### src/hdl/dmcr_pkg.sv
package dmcr_pkg;

   // ---------------------------------------------------------------
   // Register map
   // ---------------------------------------------------------------
   localparam int unsigned NUM_REGS = 13;
   localparam logic [4:0] ADDR_SERIAL_AND_POWER_CONTROL = 5'h00;
   localparam logic [4:0] ADDR_FILTER_AND_MODULATION_CONTROL = 5'h01;
   localparam logic [4:0] ADDR_INPUT_DATA_FORMAT_CONTROL = 5'h02;
   localparam logic [4:0] ADDR_CLOCK_OUTPUT_AND_DIVIDER = 5'h03;
   localparam logic [4:0] ADDR_LOOP_AND_CHARGE_PUMP_CONTROL = 5'h04;
   localparam logic [4:0] ADDR_IN_PHASE_FINE_GAIN = 5'h05;
   localparam logic [4:0] ADDR_IN_PHASE_COARSE_GAIN = 5'h06;
   localparam logic [4:0] ADDR_IN_PHASE_OFFSET_HIGH = 5'h07;
   localparam logic [4:0] ADDR_IN_PHASE_OFFSET_LOW_AND_DIRECTION = 5'h08;
   localparam logic [4:0] ADDR_QUADRATURE_FINE_GAIN = 5'h09;
   localparam logic [4:0] ADDR_QUADRATURE_COARSE_GAIN = 5'h0a;
   localparam logic [4:0] ADDR_QUADRATURE_OFFSET_HIGH = 5'h0b;
   localparam logic [4:0] ADDR_QUADRATURE_OFFSET_LOW_AND_DIRECTION = 5'h0c;
   localparam logic [4:0] ADDR_SILICON_VERSION = 5'h0d;

   // ---------------------------------------------------------------
   // Field positions
   // ---------------------------------------------------------------
   localparam int unsigned BIT_SDIO_BIDIR = 7;
   localparam int unsigned BIT_LSB_FIRST = 6;
   localparam int unsigned BIT_SOFT_RESET = 5;
   localparam int unsigned BIT_SLEEP = 4;
   localparam int unsigned BIT_POWER_DOWN = 3;
   localparam int unsigned BIT_REF_MODE = 2;
   localparam int unsigned BIT_LOCK = 1;
   localparam int unsigned BIT_INTERP_LO = 6;
   localparam int unsigned BIT_MOD_LO = 4;
   localparam int unsigned BIT_ZERO_STUFF = 3;
   localparam int unsigned BIT_REAL_MIX = 2;
   localparam int unsigned BIT_MIX_SIGN = 1;
   localparam int unsigned BIT_PIN8_SELECT = 0;
   localparam int unsigned BIT_UNSIGNED_DATA = 7;
   localparam int unsigned BIT_ONE_PORT = 6;
   localparam int unsigned BIT_DATA_RATE_CLOCK_OUT_STRONG = 5;
   localparam int unsigned BIT_DATA_RATE_CLOCK_OUT_INVERT = 4;
   localparam int unsigned BIT_ONEPORT_INVERT = 2;
   localparam int unsigned BIT_CHANNEL_SELECT_INPUT_INVERT = 1;
   localparam int unsigned BIT_Q_FIRST = 0;
   localparam int unsigned BIT_RATE_CLK_ON_SDO = 7;
   localparam int unsigned BIT_DIVIDER_LO = 0;
   localparam int unsigned BIT_LOOP_ENABLE = 7;
   localparam int unsigned BIT_CP_MANUAL = 6;
   localparam int unsigned BIT_CP_CURRENT_LO = 0;
   localparam int unsigned BIT_OFFSET_DIR = 7;
   localparam int unsigned BIT_INSTR_READ = 7;

   // Writable bits; reserved and read-only bits are stored as zero
   localparam logic [NUM_REGS-1:0][7:0] WRITE_MASK = {
      8'h83, 8'hff, 8'h0f, 8'hff, 8'h83, 8'hff, 8'h0f, 8'hff,
      8'hc7, 8'h83, 8'hf7, 8'hff, 8'hdc};

   // Reset values, address 0x00 in the lowest slot
   localparam logic [NUM_REGS-1:0][7:0] RESET_VALUE = {
      8'h00, 8'h00, 8'h0f, 8'h00, 8'h00, 8'h00, 8'h0f, 8'h00,
      8'h00, 8'h00, 8'h00, 8'h04, 8'h00};

   // Version nibble; the value is arbitrary
   localparam logic [3:0] VERSION_CODE = 4'h1;

   // Serial port sequencer
   typedef enum logic [1:0] {
      SER_IDLE,
      SER_INSTR,
      SER_DATA,
      SER_DONE
   } dmcr_ser_state_type;

endpackage : dmcr_pkg

### src/hdl/dmcr_channel.sv
`timescale 1ns/1ps
module dmcr_channel #(
   parameter int unsigned OFFSET_WIDTH = 10
) (
   input wire logic sys_clk,
   input wire logic reset_n,
   input wire logic [7:0] fine_byte,
   input wire logic [7:0] coarse_byte,
   input wire logic [7:0] offset_high_byte,
   input wire logic [7:0] offset_low_byte,
   output logic [7:0] fine_gain,
   output logic [3:0] coarse_gain,
   output logic [OFFSET_WIDTH-1:0] offset_magnitude,
   output logic offset_to_complement
);

   initial begin
      if (OFFSET_WIDTH != 10) begin
         $error("dmcr_channel: offset is formed from 8 + 2 bits only");
      end
   end

   typedef struct packed {
      logic [7:0] fine;
      logic [3:0] coarse;
      logic [OFFSET_WIDTH-1:0] offset;
      logic dir;
   } dmcr_chan_state_type;

   dmcr_chan_state_type state_reg;
   dmcr_chan_state_type state_next;

   // ---------------------------------------------------------------
   // Field assembly
   // ---------------------------------------------------------------
   // High byte gives the upper eight bits, low byte bits 1:0 the rest
   always_comb begin
      state_next = state_reg;
      state_next.fine = fine_byte;
      state_next.coarse = coarse_byte[3:0];
      state_next.offset = {offset_high_byte, offset_low_byte[1:0]};
      state_next.dir = offset_low_byte[dmcr_pkg::BIT_OFFSET_DIR];
   end

   always_ff @(posedge sys_clk or negedge reset_n) begin
      if (!reset_n) begin
         state_reg <= '0;
      end else begin
         state_reg <= state_next;
      end
   end

   assign fine_gain = state_reg.fine;
   assign coarse_gain = state_reg.coarse;
   assign offset_magnitude = state_reg.offset;
   assign offset_to_complement = state_reg.dir;
endmodule : dmcr_channel

### src/hdl/dmcr_top.sv
// What this block does
// - Thirteen byte registers 00h-0Ch plus version at 0Dh, serial access, reset to defaults.
// - Register 00h bit 2 selects one or two reference resistors.
// - Register 01h bit 0 puts lock or data-rate clock on pin.
// - Register 02h bit 4 inverts the data-rate clock output.
// - Register 02h bit 2 inverts the interleaved-port clock output.
// - Bit 7 of 08h/0Ch steers offset to positive or complement output.
// - Writing 00h bit 5 resets other registers, restarts; reads zero.
// - Register 01h bits 7:6 pick interpolation one, two, four, eight.
// - Register 01h bits 5:4 pick modulation none, half, quarter, eighth.
// - Offset magnitude is ten bits: high byte then two low bits.
`timescale 1ns/1ps
module dmcr_top (
   input wire logic sys_clk,
   input wire logic reset_n,
   input wire logic spi_csb_n,
   input wire logic spi_sclk,
   input wire logic spi_sdio_in,
   output logic spi_sdio_out,
   output logic spi_sdio_oe,
   output logic spi_sdo,
   output logic spi_sdo_oe,
   input wire logic pll_lock,
   input wire logic data_rate_clock_in,
   input wire logic interleave_clock_in,
   output logic shared_pin_out,
   output logic interleave_port_clock,
   output logic chip_restart,
   output logic sdio_bidirectional,
   output logic lsb_first,
   output logic sleep_mode,
   output logic power_down,
   output logic reference_resistor_mode,
   output logic [1:0] interpolation_rate,
   output logic [1:0] modulation_mode,
   output logic zero_stuffing,
   output logic real_mix,
   output logic mix_positive_sign,
   output logic unsigned_data,
   output logic one_port_mode,
   output logic data_rate_clock_strong,
   output logic channel_select_invert,
   output logic q_first,
   output logic rate_clock_on_sdo,
   output logic [1:0] loop_divider,
   output logic loop_enable,
   output logic charge_pump_manual,
   output logic [2:0] charge_pump_current,
   output logic [7:0] i_fine_gain,
   output logic [3:0] i_coarse_gain,
   output logic [9:0] i_offset_magnitude,
   output logic i_offset_to_complement,
   output logic [7:0] q_fine_gain,
   output logic [3:0] q_coarse_gain,
   output logic [9:0] q_offset_magnitude,
   output logic q_offset_to_complement
);

   typedef struct packed {
      logic [dmcr_pkg::NUM_REGS-1:0][7:0] regs;
      dmcr_pkg::dmcr_ser_state_type ser;
      logic [2:0] bit_cnt;
      logic [7:0] shift_in;
      logic [7:0] shift_out;
      logic [4:0] addr;
      logic rd;
      logic sclk_prev;
      logic sdo;
      logic sdio_out;
      logic sdio_oe;
      logic sdo_oe;
      logic restart;
      logic pin8;
      logic oneport;
   } dmcr_state_type;

   dmcr_state_type state_reg;
   dmcr_state_type state_next;
   logic sclk_rise;
   logic sclk_fall;
   logic [7:0] byte_in;
   logic [7:0] rd_byte;
   logic [7:0] load_byte;
   logic wr_fire;
   logic [7:0] r0;
   logic [7:0] r1;
   logic [7:0] r2;

   assign r0 = state_reg.regs[0];
   assign r1 = state_reg.regs[1];
   assign r2 = state_reg.regs[2];

   // ---------------------------------------------------------------
   // Serial port and register file
   // ---------------------------------------------------------------
   // Serial pins are taken as synchronous, so one stage of history is
   // enough for edge detection. Only single-byte transfers are served.
   always_comb begin
      state_next = state_reg;
      sclk_rise = spi_sclk && !state_reg.sclk_prev;
      sclk_fall = !spi_sclk && state_reg.sclk_prev;
      wr_fire = 1'b0;
      state_next.sclk_prev = spi_sclk;
      state_next.restart = 1'b0;
      // Bit order follows the LSB-first option for both bytes
      if (r0[dmcr_pkg::BIT_LSB_FIRST]) begin
         byte_in = {spi_sdio_in, state_reg.shift_in[7:1]};
      end else begin
         byte_in = {state_reg.shift_in[6:0], spi_sdio_in};
      end
      // Read view: lock bit is live, version is fixed. The address comes
      // from the byte being shifted in, since it is only loaded on the
      // last instruction bit, before the address register has caught up.
      rd_byte = 8'h00;
      if (byte_in[4:0] == dmcr_pkg::ADDR_SILICON_VERSION) begin
         rd_byte = {4'h0, dmcr_pkg::VERSION_CODE};
      end else if (byte_in[4:0] < 5'(dmcr_pkg::NUM_REGS)) begin
         rd_byte = state_reg.regs[byte_in[3:0]];
         if (byte_in[4:0] == dmcr_pkg::ADDR_SERIAL_AND_POWER_CONTROL) begin
            rd_byte[dmcr_pkg::BIT_LOCK] = pll_lock;
         end
      end
      load_byte = rd_byte;
      if (r0[dmcr_pkg::BIT_LSB_FIRST]) begin
         load_byte = {<<{rd_byte}};
      end
      if (spi_csb_n) begin
         state_next.ser = dmcr_pkg::SER_IDLE;
         state_next.sdio_oe = 1'b0;
         state_next.sdo_oe = 1'b0;
      end else begin
         case (state_reg.ser)
            dmcr_pkg::SER_IDLE: begin
               state_next.ser = dmcr_pkg::SER_INSTR;
               state_next.bit_cnt = 3'h0;
            end
            dmcr_pkg::SER_INSTR: begin
               if (sclk_rise) begin
                  state_next.shift_in = byte_in;
                  state_next.bit_cnt = state_reg.bit_cnt + 3'h1;
                  if (state_reg.bit_cnt == 3'h7) begin
                     state_next.ser = dmcr_pkg::SER_DATA;
                     state_next.rd = byte_in[dmcr_pkg::BIT_INSTR_READ];
                     state_next.addr = byte_in[4:0];
                     state_next.shift_out = load_byte;
                  end
               end
            end
            dmcr_pkg::SER_DATA: begin
               if (sclk_fall && state_reg.rd) begin
                  // Drive on falling edges so the host samples on rising
                  state_next.sdio_out = state_reg.shift_out[7];
                  state_next.sdo = state_reg.shift_out[7];
                  state_next.sdio_oe = r0[dmcr_pkg::BIT_SDIO_BIDIR];
                  state_next.sdo_oe = !r0[dmcr_pkg::BIT_SDIO_BIDIR];
                  state_next.shift_out = {state_reg.shift_out[6:0], 1'b0};
               end
               if (sclk_rise) begin
                  state_next.shift_in = byte_in;
                  state_next.bit_cnt = state_reg.bit_cnt + 3'h1;
                  if (state_reg.bit_cnt == 3'h7) begin
                     state_next.ser = dmcr_pkg::SER_DONE;
                     wr_fire = !state_reg.rd;
                  end
               end
            end
            dmcr_pkg::SER_DONE: begin
               state_next.ser = dmcr_pkg::SER_DONE;
            end
            default: begin
               state_next.ser = dmcr_pkg::SER_IDLE;
            end
         endcase
      end
      // Writes keep reserved and read-only bits at zero
      if (wr_fire && state_reg.addr < 5'(dmcr_pkg::NUM_REGS)) begin
         state_next.regs[state_reg.addr[3:0]] = byte_in &
            dmcr_pkg::WRITE_MASK[state_reg.addr[3:0]];
         if (state_reg.addr == dmcr_pkg::ADDR_SERIAL_AND_POWER_CONTROL &&
             byte_in[dmcr_pkg::BIT_SOFT_RESET]) begin
            // Register 00h survives so the port settings stay valid
            for (int i = 1; i < dmcr_pkg::NUM_REGS; i++) begin
               state_next.regs[i] = dmcr_pkg::RESET_VALUE[i];
            end
            state_next.restart = 1'b1;
         end
      end
      // Shared pin and port clock; one cycle of added latency
      if (r1[dmcr_pkg::BIT_PIN8_SELECT]) begin
         state_next.pin8 = data_rate_clock_in ^
            r2[dmcr_pkg::BIT_DATA_RATE_CLOCK_OUT_INVERT];
      end else begin
         state_next.pin8 = pll_lock;
      end
      state_next.oneport = interleave_clock_in ^
         r2[dmcr_pkg::BIT_ONEPORT_INVERT];
   end

   always_ff @(posedge sys_clk or negedge reset_n) begin
      if (!reset_n) begin
         state_reg <= '0;
         state_reg.regs <= dmcr_pkg::RESET_VALUE;
         state_reg.ser <= dmcr_pkg::SER_IDLE;
      end else begin
         state_reg <= state_next;
      end
   end

   // ---------------------------------------------------------------
   // Outputs
   // ---------------------------------------------------------------
   assign spi_sdio_out = state_reg.sdio_out;
   assign spi_sdio_oe = state_reg.sdio_oe;
   assign spi_sdo = state_reg.sdo;
   assign spi_sdo_oe = state_reg.sdo_oe;
   assign shared_pin_out = state_reg.pin8;
   assign interleave_port_clock = state_reg.oneport;
   assign chip_restart = state_reg.restart;
   assign sdio_bidirectional = r0[dmcr_pkg::BIT_SDIO_BIDIR];
   assign lsb_first = r0[dmcr_pkg::BIT_LSB_FIRST];
   assign sleep_mode = r0[dmcr_pkg::BIT_SLEEP];
   assign power_down = r0[dmcr_pkg::BIT_POWER_DOWN];
   assign reference_resistor_mode = r0[dmcr_pkg::BIT_REF_MODE];
   assign interpolation_rate = r1[dmcr_pkg::BIT_INTERP_LO +: 2];
   assign modulation_mode = r1[dmcr_pkg::BIT_MOD_LO +: 2];
   assign zero_stuffing = r1[dmcr_pkg::BIT_ZERO_STUFF];
   assign real_mix = r1[dmcr_pkg::BIT_REAL_MIX];
   assign mix_positive_sign = r1[dmcr_pkg::BIT_MIX_SIGN];
   assign unsigned_data = r2[dmcr_pkg::BIT_UNSIGNED_DATA];
   assign one_port_mode = r2[dmcr_pkg::BIT_ONE_PORT];
   assign data_rate_clock_strong = r2[dmcr_pkg::BIT_DATA_RATE_CLOCK_OUT_STRONG];
   assign channel_select_invert = r2[dmcr_pkg::BIT_CHANNEL_SELECT_INPUT_INVERT];
   assign q_first = r2[dmcr_pkg::BIT_Q_FIRST];
   assign rate_clock_on_sdo = state_reg.regs[3][dmcr_pkg::BIT_RATE_CLK_ON_SDO];
   assign loop_divider = state_reg.regs[3][dmcr_pkg::BIT_DIVIDER_LO +: 2];
   assign loop_enable = state_reg.regs[4][dmcr_pkg::BIT_LOOP_ENABLE];
   assign charge_pump_manual = state_reg.regs[4][dmcr_pkg::BIT_CP_MANUAL];
   assign charge_pump_current =
      state_reg.regs[4][dmcr_pkg::BIT_CP_CURRENT_LO +: 3];

   // In-phase and quadrature channel settings
   dmcr_channel #(.OFFSET_WIDTH(10)) u_in_phase (
      .sys_clk(sys_clk),
      .reset_n(reset_n),
      .fine_byte(state_reg.regs[5]),
      .coarse_byte(state_reg.regs[6]),
      .offset_high_byte(state_reg.regs[7]),
      .offset_low_byte(state_reg.regs[8]),
      .fine_gain(i_fine_gain),
      .coarse_gain(i_coarse_gain),
      .offset_magnitude(i_offset_magnitude),
      .offset_to_complement(i_offset_to_complement)
   );

   dmcr_channel #(.OFFSET_WIDTH(10)) u_quadrature (
      .sys_clk(sys_clk),
      .reset_n(reset_n),
      .fine_byte(state_reg.regs[9]),
      .coarse_byte(state_reg.regs[10]),
      .offset_high_byte(state_reg.regs[11]),
      .offset_low_byte(state_reg.regs[12]),
      .fine_gain(q_fine_gain),
      .coarse_gain(q_coarse_gain),
      .offset_magnitude(q_offset_magnitude),
      .offset_to_complement(q_offset_to_complement)
   );
endmodule : dmcr_top

### config.mk
export PLATFORM = sky130hd
export DESIGN_NAME = dmcr_top
export DESIGN_NICKNAME = d
export VERILOG_FILES = /design/src/hdl/dmcr_pkg.sv /design/src/hdl/dmcr_channel.sv /design/src/hdl/dmcr_top.sv
export SDC_FILE = /design/constraint.sdc
export NUM_CORES = 1
export LEC_CHECK = 0
export BUFFER_PORTS_ARGS = -buffer_cell sky130_fd_sc_hd__buf_2
export CORE_MARGIN = 2
export CORE_UTILIZATION = 55
export DETAILED_ROUTE_END_ITERATION = 16
export PLACE_DENSITY = 0.83
export RECOVER_POWER = 50
export SETUP_SLACK_MARGIN = 0.05
export SYNTH_ARGS = -nofsm -noshare
export SYNTH_HDL_FRONTEND = slang
export SYNTH_SLANG_ARGS = --single-unit
### constraint.sdc
create_clock -name sys_clk -period 3.6 [get_ports sys_clk]
set_input_delay 0.72 -clock sys_clk [delete_from_list [all_inputs] [get_ports sys_clk]]
set_output_delay 0.72 -clock sys_clk [all_outputs]
set_load 0.05 [all_outputs]
* After elaboration in Yosys (flattened, before gate mapping)
Memories as Yosys holds them, arrays and structs flattened.
Cells that the tools add are included.
** Word-level totals
- ROM bits :: 128
- Memories kept :: 1
- Register bits after elaboration :: 184
- Output and inout port bits :: 78
** Memory list
- (name not given) :: depth 16, width 8, read ports 1, clocked after memory_dff 0, wr ports 0, RTL line dmcr_top.sv:178 : dmcr_pkg::WRITE_MASK[state_reg.addr[3:0]];
** Cells by class
- Reductions and logical operators :: 24
- Magnitude comparators :: 5
- Mux-type cells :: 32
- Equal/unequal tests :: 13
- Add/sub/neg operators :: 1
- Bitwise gates (word level) :: 4
** Operators with widths (number)
- $bwmux 104 :: 1
- $mux 96 :: 1
- $mux 8 :: 8
- $bmux 8 s4 :: 1
- $demux 8 s4 :: 1
- $pmux 16 s2 :: 1
- $mux 27 :: 1
- $reduce_and 4->1 :: 4
- $mux 14 :: 1
- $mux 13 :: 1
- $mux 2 :: 6
- $ne 3x3->1 const B :: 4
- $logic_not 5->1 :: 2
- $lt 4x5->1 const B :: 2
- $lt 5x4->1 const B :: 2
- $pmux 3 s3 :: 1
- $and 8x8->8 :: 1
- $mux 1 :: 8
- $ne 2x2->1 const B :: 4
- $pmux 2 s4 :: 1
- $logic_and 1x1->1 :: 6
- $reduce_bool 2->1 :: 3
- $eq 5x4->1 const B :: 1
- $reduce_and 5->1 :: 1
- 12 further kinds :: 17

* Depth between registers and ports, before layout
- Word-level depth :: 11
- Gate-level depth with buffers :: 11
- Gate-level depth less buffers :: 9

* Hierarchy
Synthesis repeated with hierarchy kept, for this count alone.
** Second synthesis, totals
- Cells, all modules :: 820
- Area, all modules :: 8709.6 um^2
** Modules (own cells, without submodules)
- dmcr_top :: sequential area each 3464.6 um^2, instances 1, area an instance 7558.5 um^2, cells each 774
- dmcr_channel :: sequential area each 575.6 um^2, instances 2, area an instance 575.6 um^2, cells each 23

* Least setup slack after synthesis
OpenSTA, ideal clock, no wires.
- Path type :: reg2reg
- From :: register state_reg, in the netlist r0[6]
- To :: register state_reg[14] in the netlist's numbering
- Library setup time :: 127 ps
- Stages on the path, launching flop included :: 10
- Period minus slack after synthesis :: 2293 ps
- Data required time :: 3473 ps
- Arrival time :: 2167 ps
- Setup slack :: 1307 ps
- Path through :: dfrtp_1 > buf_6 > or3b_1 > buf_2 > and2_1 > clkbuf_1 > o221ai_1 > o221ai_1 > a31oi_1 > a21oi_1
** Between the ends
- Longest elaborated chain between the ends :: 9
** Ends and longest elaborated chain
- start: declaration :: RTL line dmcr_top.sv:77 : dmcr_state_type state_reg;
- start signal: assignment :: RTL line dmcr_top.sv:205 : state_reg <= state_next;
- $mux 8 :: RTL line dmcr_top.sv:106 : if (r0[dmcr_pkg::BIT_LSB_FIRST]) begin
- $bmux 8 s4 :: RTL line dmcr_top.sv:118 : rd_byte = state_reg.regs[byte_in[3:0]];
- $mux 8 (not written as such) :: RTL line dmcr_top.sv:118
- $mux 8 :: RTL line dmcr_top.sv:117 : end else if (byte_in[4:0] < 5'(dmcr_pkg::NUM_REGS)) begin
- $mux 8 :: RTL line dmcr_top.sv:115 : if (byte_in[4:0] == dmcr_pkg::ADDR_SILICON_VERSION) begin
- $mux 8 * :: RTL line dmcr_top.sv:124 : if (r0[dmcr_pkg::BIT_LSB_FIRST]) begin
- $mux 14 * :: RTL line dmcr_top.sv:141 : if (state_reg.bit_cnt == 3'h7) begin
- $mux 27 * :: RTL line dmcr_top.sv:138 : if (sclk_rise) begin
- $pmux 16 s2 * :: RTL line dmcr_top.sv:132 : case (state_reg.ser)
Mark *: on every way between the ends. The rest lies on a longest branch, timed or not. The select of a mux whose other input is x is not followed.
A chain may end at the register's enable or synchronous reset.

* Final worst setup path
- From :: register state_reg[9] in the netlist's numbering
- To :: register state_reg[92] in the netlist's numbering
** Between the ends
- Longest elaborated chain between the ends :: 6
** Ends and longest elaborated chain
- $lt 4x5->1 (not written as such) / $ge 4x1->1 (equally long branches) :: RTL line dmcr_top.sv:177 : state_next.regs[state_reg.addr[3:0]] = byte_in &
- $logic_and 1x1->1 (not written as such) :: RTL line dmcr_top.sv:177
- $mux 8 (not written as such) :: RTL line dmcr_top.sv:177
- $demux 8 s4 :: RTL line dmcr_top.sv:177
- $bwmux 104 :: RTL line dmcr_top.sv:177
- $mux 96 :: RTL line dmcr_top.sv:179 : if (state_reg.addr == dmcr_pkg::ADDR_SERIAL_AND_POWER_CONTROL &&
Parallel ways exist; a longest one is shown, timed or not. The select of a mux whose other input is x is not followed.

==> key figures <==
Timing
  • Crit share post-route: 0.827
  • Max Clk Rate: 336 MHz
  • Total Neg Setup Slack: 0 ps
  • Max-slew violations: 78
  • Setup violations, final: 0
  • Worst slew pin tran: 2020 ps
  • Final min period: 2980 ps
  • Max_slew headroom: -0.348
  • Setup WS post-layout: 624 ps
  • Final Hold Fails: 0
  • Clock Skews: 10.8 ps
  • RSZ-0062 raised after global routing: no

Routing
  • Post-DRT Antenna Nets: 0
  • DR vias: 7780
  • Initial drt markers: 1171
  • Per-cell routed wire length: 22.3 µm
  • Post-Route WL: 26600 µm
  • Via density: 6.52
  • DR pass1 iterations: 6
  • Number of remaining DRC errors: 0

Layout
  • Max reg flops: 100
  • Share of layout cells above drive strength 1: 0.159
  • Layout fillers: 1274
  • Multi-input gate area: 0.00384 mm²
  • Final nets: 986
  • Antenna cells: 0
  • Synthesis-to-layout area growth: 11.7%
  • Core Util, Final: 0.627
  • Storage cell area: 0.00462 mm²

Worst setup path
  • Crit-path max FO: 10
  • Crit-path slowest cell: nand2_1
  • Worst setup EP type: flop
  • Largest stage delay on the critical path: 620 ps
  • CP arrival: 3250 ps
  • WP data required: 3880 ps
  • Most used cell, CP: nand2_1
  • Crit Path Category: reg2reg
  • Critical-path cell list: inv_1, ha_1, nor4b_1, nand2_1, nand2_1, o21ai_0
  • CP Launch Type: flop

Pwr
  • Power Total: 4.34 mW
  • Lkg Pwr: 4.44 nW
  • PwrDens: 437 mW/mm²
  • Worst VDD drop: 0.346 mV

Floorplan
  • Ports: 86
  • Row cnt: 46
  • Die Area: 0.0172 mm²
  • Die width: 131 µm
  • Starting Density: 0.561
  • Core ar.: 0.0158 mm²
  • Chip height: 131 µm

Clock tree
  • Reg clk slew, reported paths: 70 ps
  • CTS Buffer Depth: 2
  • CTS tree: built
  • Clock sinks: 184
  • # H-tree levels: 4
  • CTS Buf Count: 17
  • Worst-skew pair later-pin latency: 440 ps
  • Cts repair resizes: 0
  • CTS Hold Buffers Added: 0
  • Clock root buffer: clkbuf_16
  • Post CTS Setup Buffer Count: 0

Yosys
  • Area contributors post-synth: dfrtp_1 (49%), nand3_1 (5.9%), o21ai_0 (4.3%), o21ai_1 (3.2%), a21oi_1 (3.0%)
  • Top FF cell, synth: dfrtp_1
  • Unique masters post-synth: 66
  • Sequential fraction of the synthesis area: 0.520
  • Syn_area_per_cell: 9.66 µm²
  • Synth Warn #: 0
  • Area leader, netlist: dfrtp_1
  • Cells after Synth: 920
  • Post-Syn Area: 0.00888 mm²
  • Post-synth ARST share: 1.00
  • Most frequent cell after synthesis: dfrtp_1
  • Post-synthesis sequential element count: 184
  • Yosys top cell area share: 0.493
  • Syn Nets: 942
  • Post-synth EDFFs: 0
  • Commonest cells post-synth: dfrtp_1 (175), nand3_1 (105), o21ai_0 (77), nand2_1 (65), o21ai_1 (57)

Place
  • Post-DP HPWL: 17800 µm
  • Gp weighted congestion: 1.04
  • Count of input and output buffers: 85
  • Worst slack, placed: 626 ps

Outcome
  • Status: finished, violations left
  • Failing checks: max-capacitance violations, max-slew violations

GRT
  • Total track usage: 0.320
  • Vias in the first global route: 7040
  • Pin count of the biggest net entering global routing: 89
  • First-pass GRT wire length: 40800 µm
  • Initial antenna violation count: 0
  • Remaining Overflow, GRT: 0

Hold path
  • Worst Hold Class: reg2reg

Run
  • Max Cap Viol: 1
[cell families (layout without fill, tap and decap cells)]
group                      Yosys count  in the layout  synth area share
AOI/OAI and AO/OA                  307            307             0.214
muxes                               17             17            0.0201
buffers and inverters               94            151            0.0496
xor gates and xnor gates             2              2           0.00197
adders and majority gates           14             14            0.0197
DFF                                184            184             0.520
and+or+nand+nor                    302            302             0.175
[cell usage in the layout, fill, tap and decap left out, types with 3 or more instances in the layout]
master     synthesis  routed
a21boi_0           9       9
a21o_1            17      17
a21oi_1           53      53
a221oi_1          14      14
a31oi_1            5       5
a41oi_1            3       3
and2_1            15      15
and3_1             6       6
buf_2             19      83
buf_4             13      20
clkbuf_16          0      17
clkinv_4           0       3
dfrtp_1          175     174
dfstp_1            0       8
ha_1              14      14
inv_1             11      11
inv_6              0       3
inv_8              0       3
mux2_2             7       7
mux2i_1           10      10
nand2_1           65      65
nand2b_1          34      34
nand3_1          105     104
nand4_1            3       3
nor2_1            30      30
nor2b_1            9       9
nor3_1            14      14
o2111ai_1          4       4
o211ai_1          20      20
o21ai_0           77      77
o21ai_1           57      57
o221ai_1          21      21
o22ai_1            4       4
o311ai_0           3       3
o311ai_1           3       3
[worst max-delay path: cells and delay by family, from the launching register on]
kind	cells	cell delay [ps]
buffers and inverters	1	230
DFF	1	480
and+or+nand+nor	3	1510
adders and majority gates	1	350
AOI/OAI and AO/OA	1	240
[power by group]
group	leakage (nW)	internal, mW	switching (mW)
sequential	2.52	2.09	0.0273
clock	0.277	0.916	0.886
combinational	1.65	0.132	0.289
total	4.44	3.13	1.20
[per-stage QoR]
stage | cell area, µm² | cells | hold WS, ps
detailed placement | 9380 | 1161 | 404
global placement | 9380 | 1161 | 397
global route | 9920 | 1193 | 435
CTS | 9950 | 1193 | 340
floorplan | 8880 | 920 | 366
finish | 9920 | 1193 | 422
[per-layer routing]
layer / wire length [µm] / part of all wire / vias up / GRT usage
met2: 11900 / 0.45 / 496 / 0.477
met1: 10600 / 0.40 / 3784 / 0.457
met4: 979 / 0.037 / 0 / 0.141
li1: - / - / 3429 / -
met5: 0 / 0 / - / 0
met3: 3110 / 0.12 / 71 / 0.0641
[path summary, 6_finish.rpt]
kind	cells past startpoint	from	slack, ps	to
worst min-delay path	0	state_reg[97]	420	u_in_phase.offset_magnitude[8]
worst max register to register	6	state_reg[9]	620	state_reg[92]
worst max-delay path	6	state_reg[9]	620	state_reg[92]
worst min register to register	0	state_reg[97]	420	u_in_phase.offset_magnitude[8]
min in group asynchronous	1	reset_n	840	r1[1]
max in group asynchronous	2	reset_n	790	u_quadrature.fine_gain[4]
[final cells by class]
class / count / area share
timing repair buffer: 107 / 0.0591
clock inverter: 14 / 0.0137
clock buffer: 18 / 0.0432
inverter: 12 / 0.00454
tap: 216 / 0.0272
sequential: 184 / 0.465
multi-input combinational: 642 / 0.387
Power figures use the tool's default switching activity.
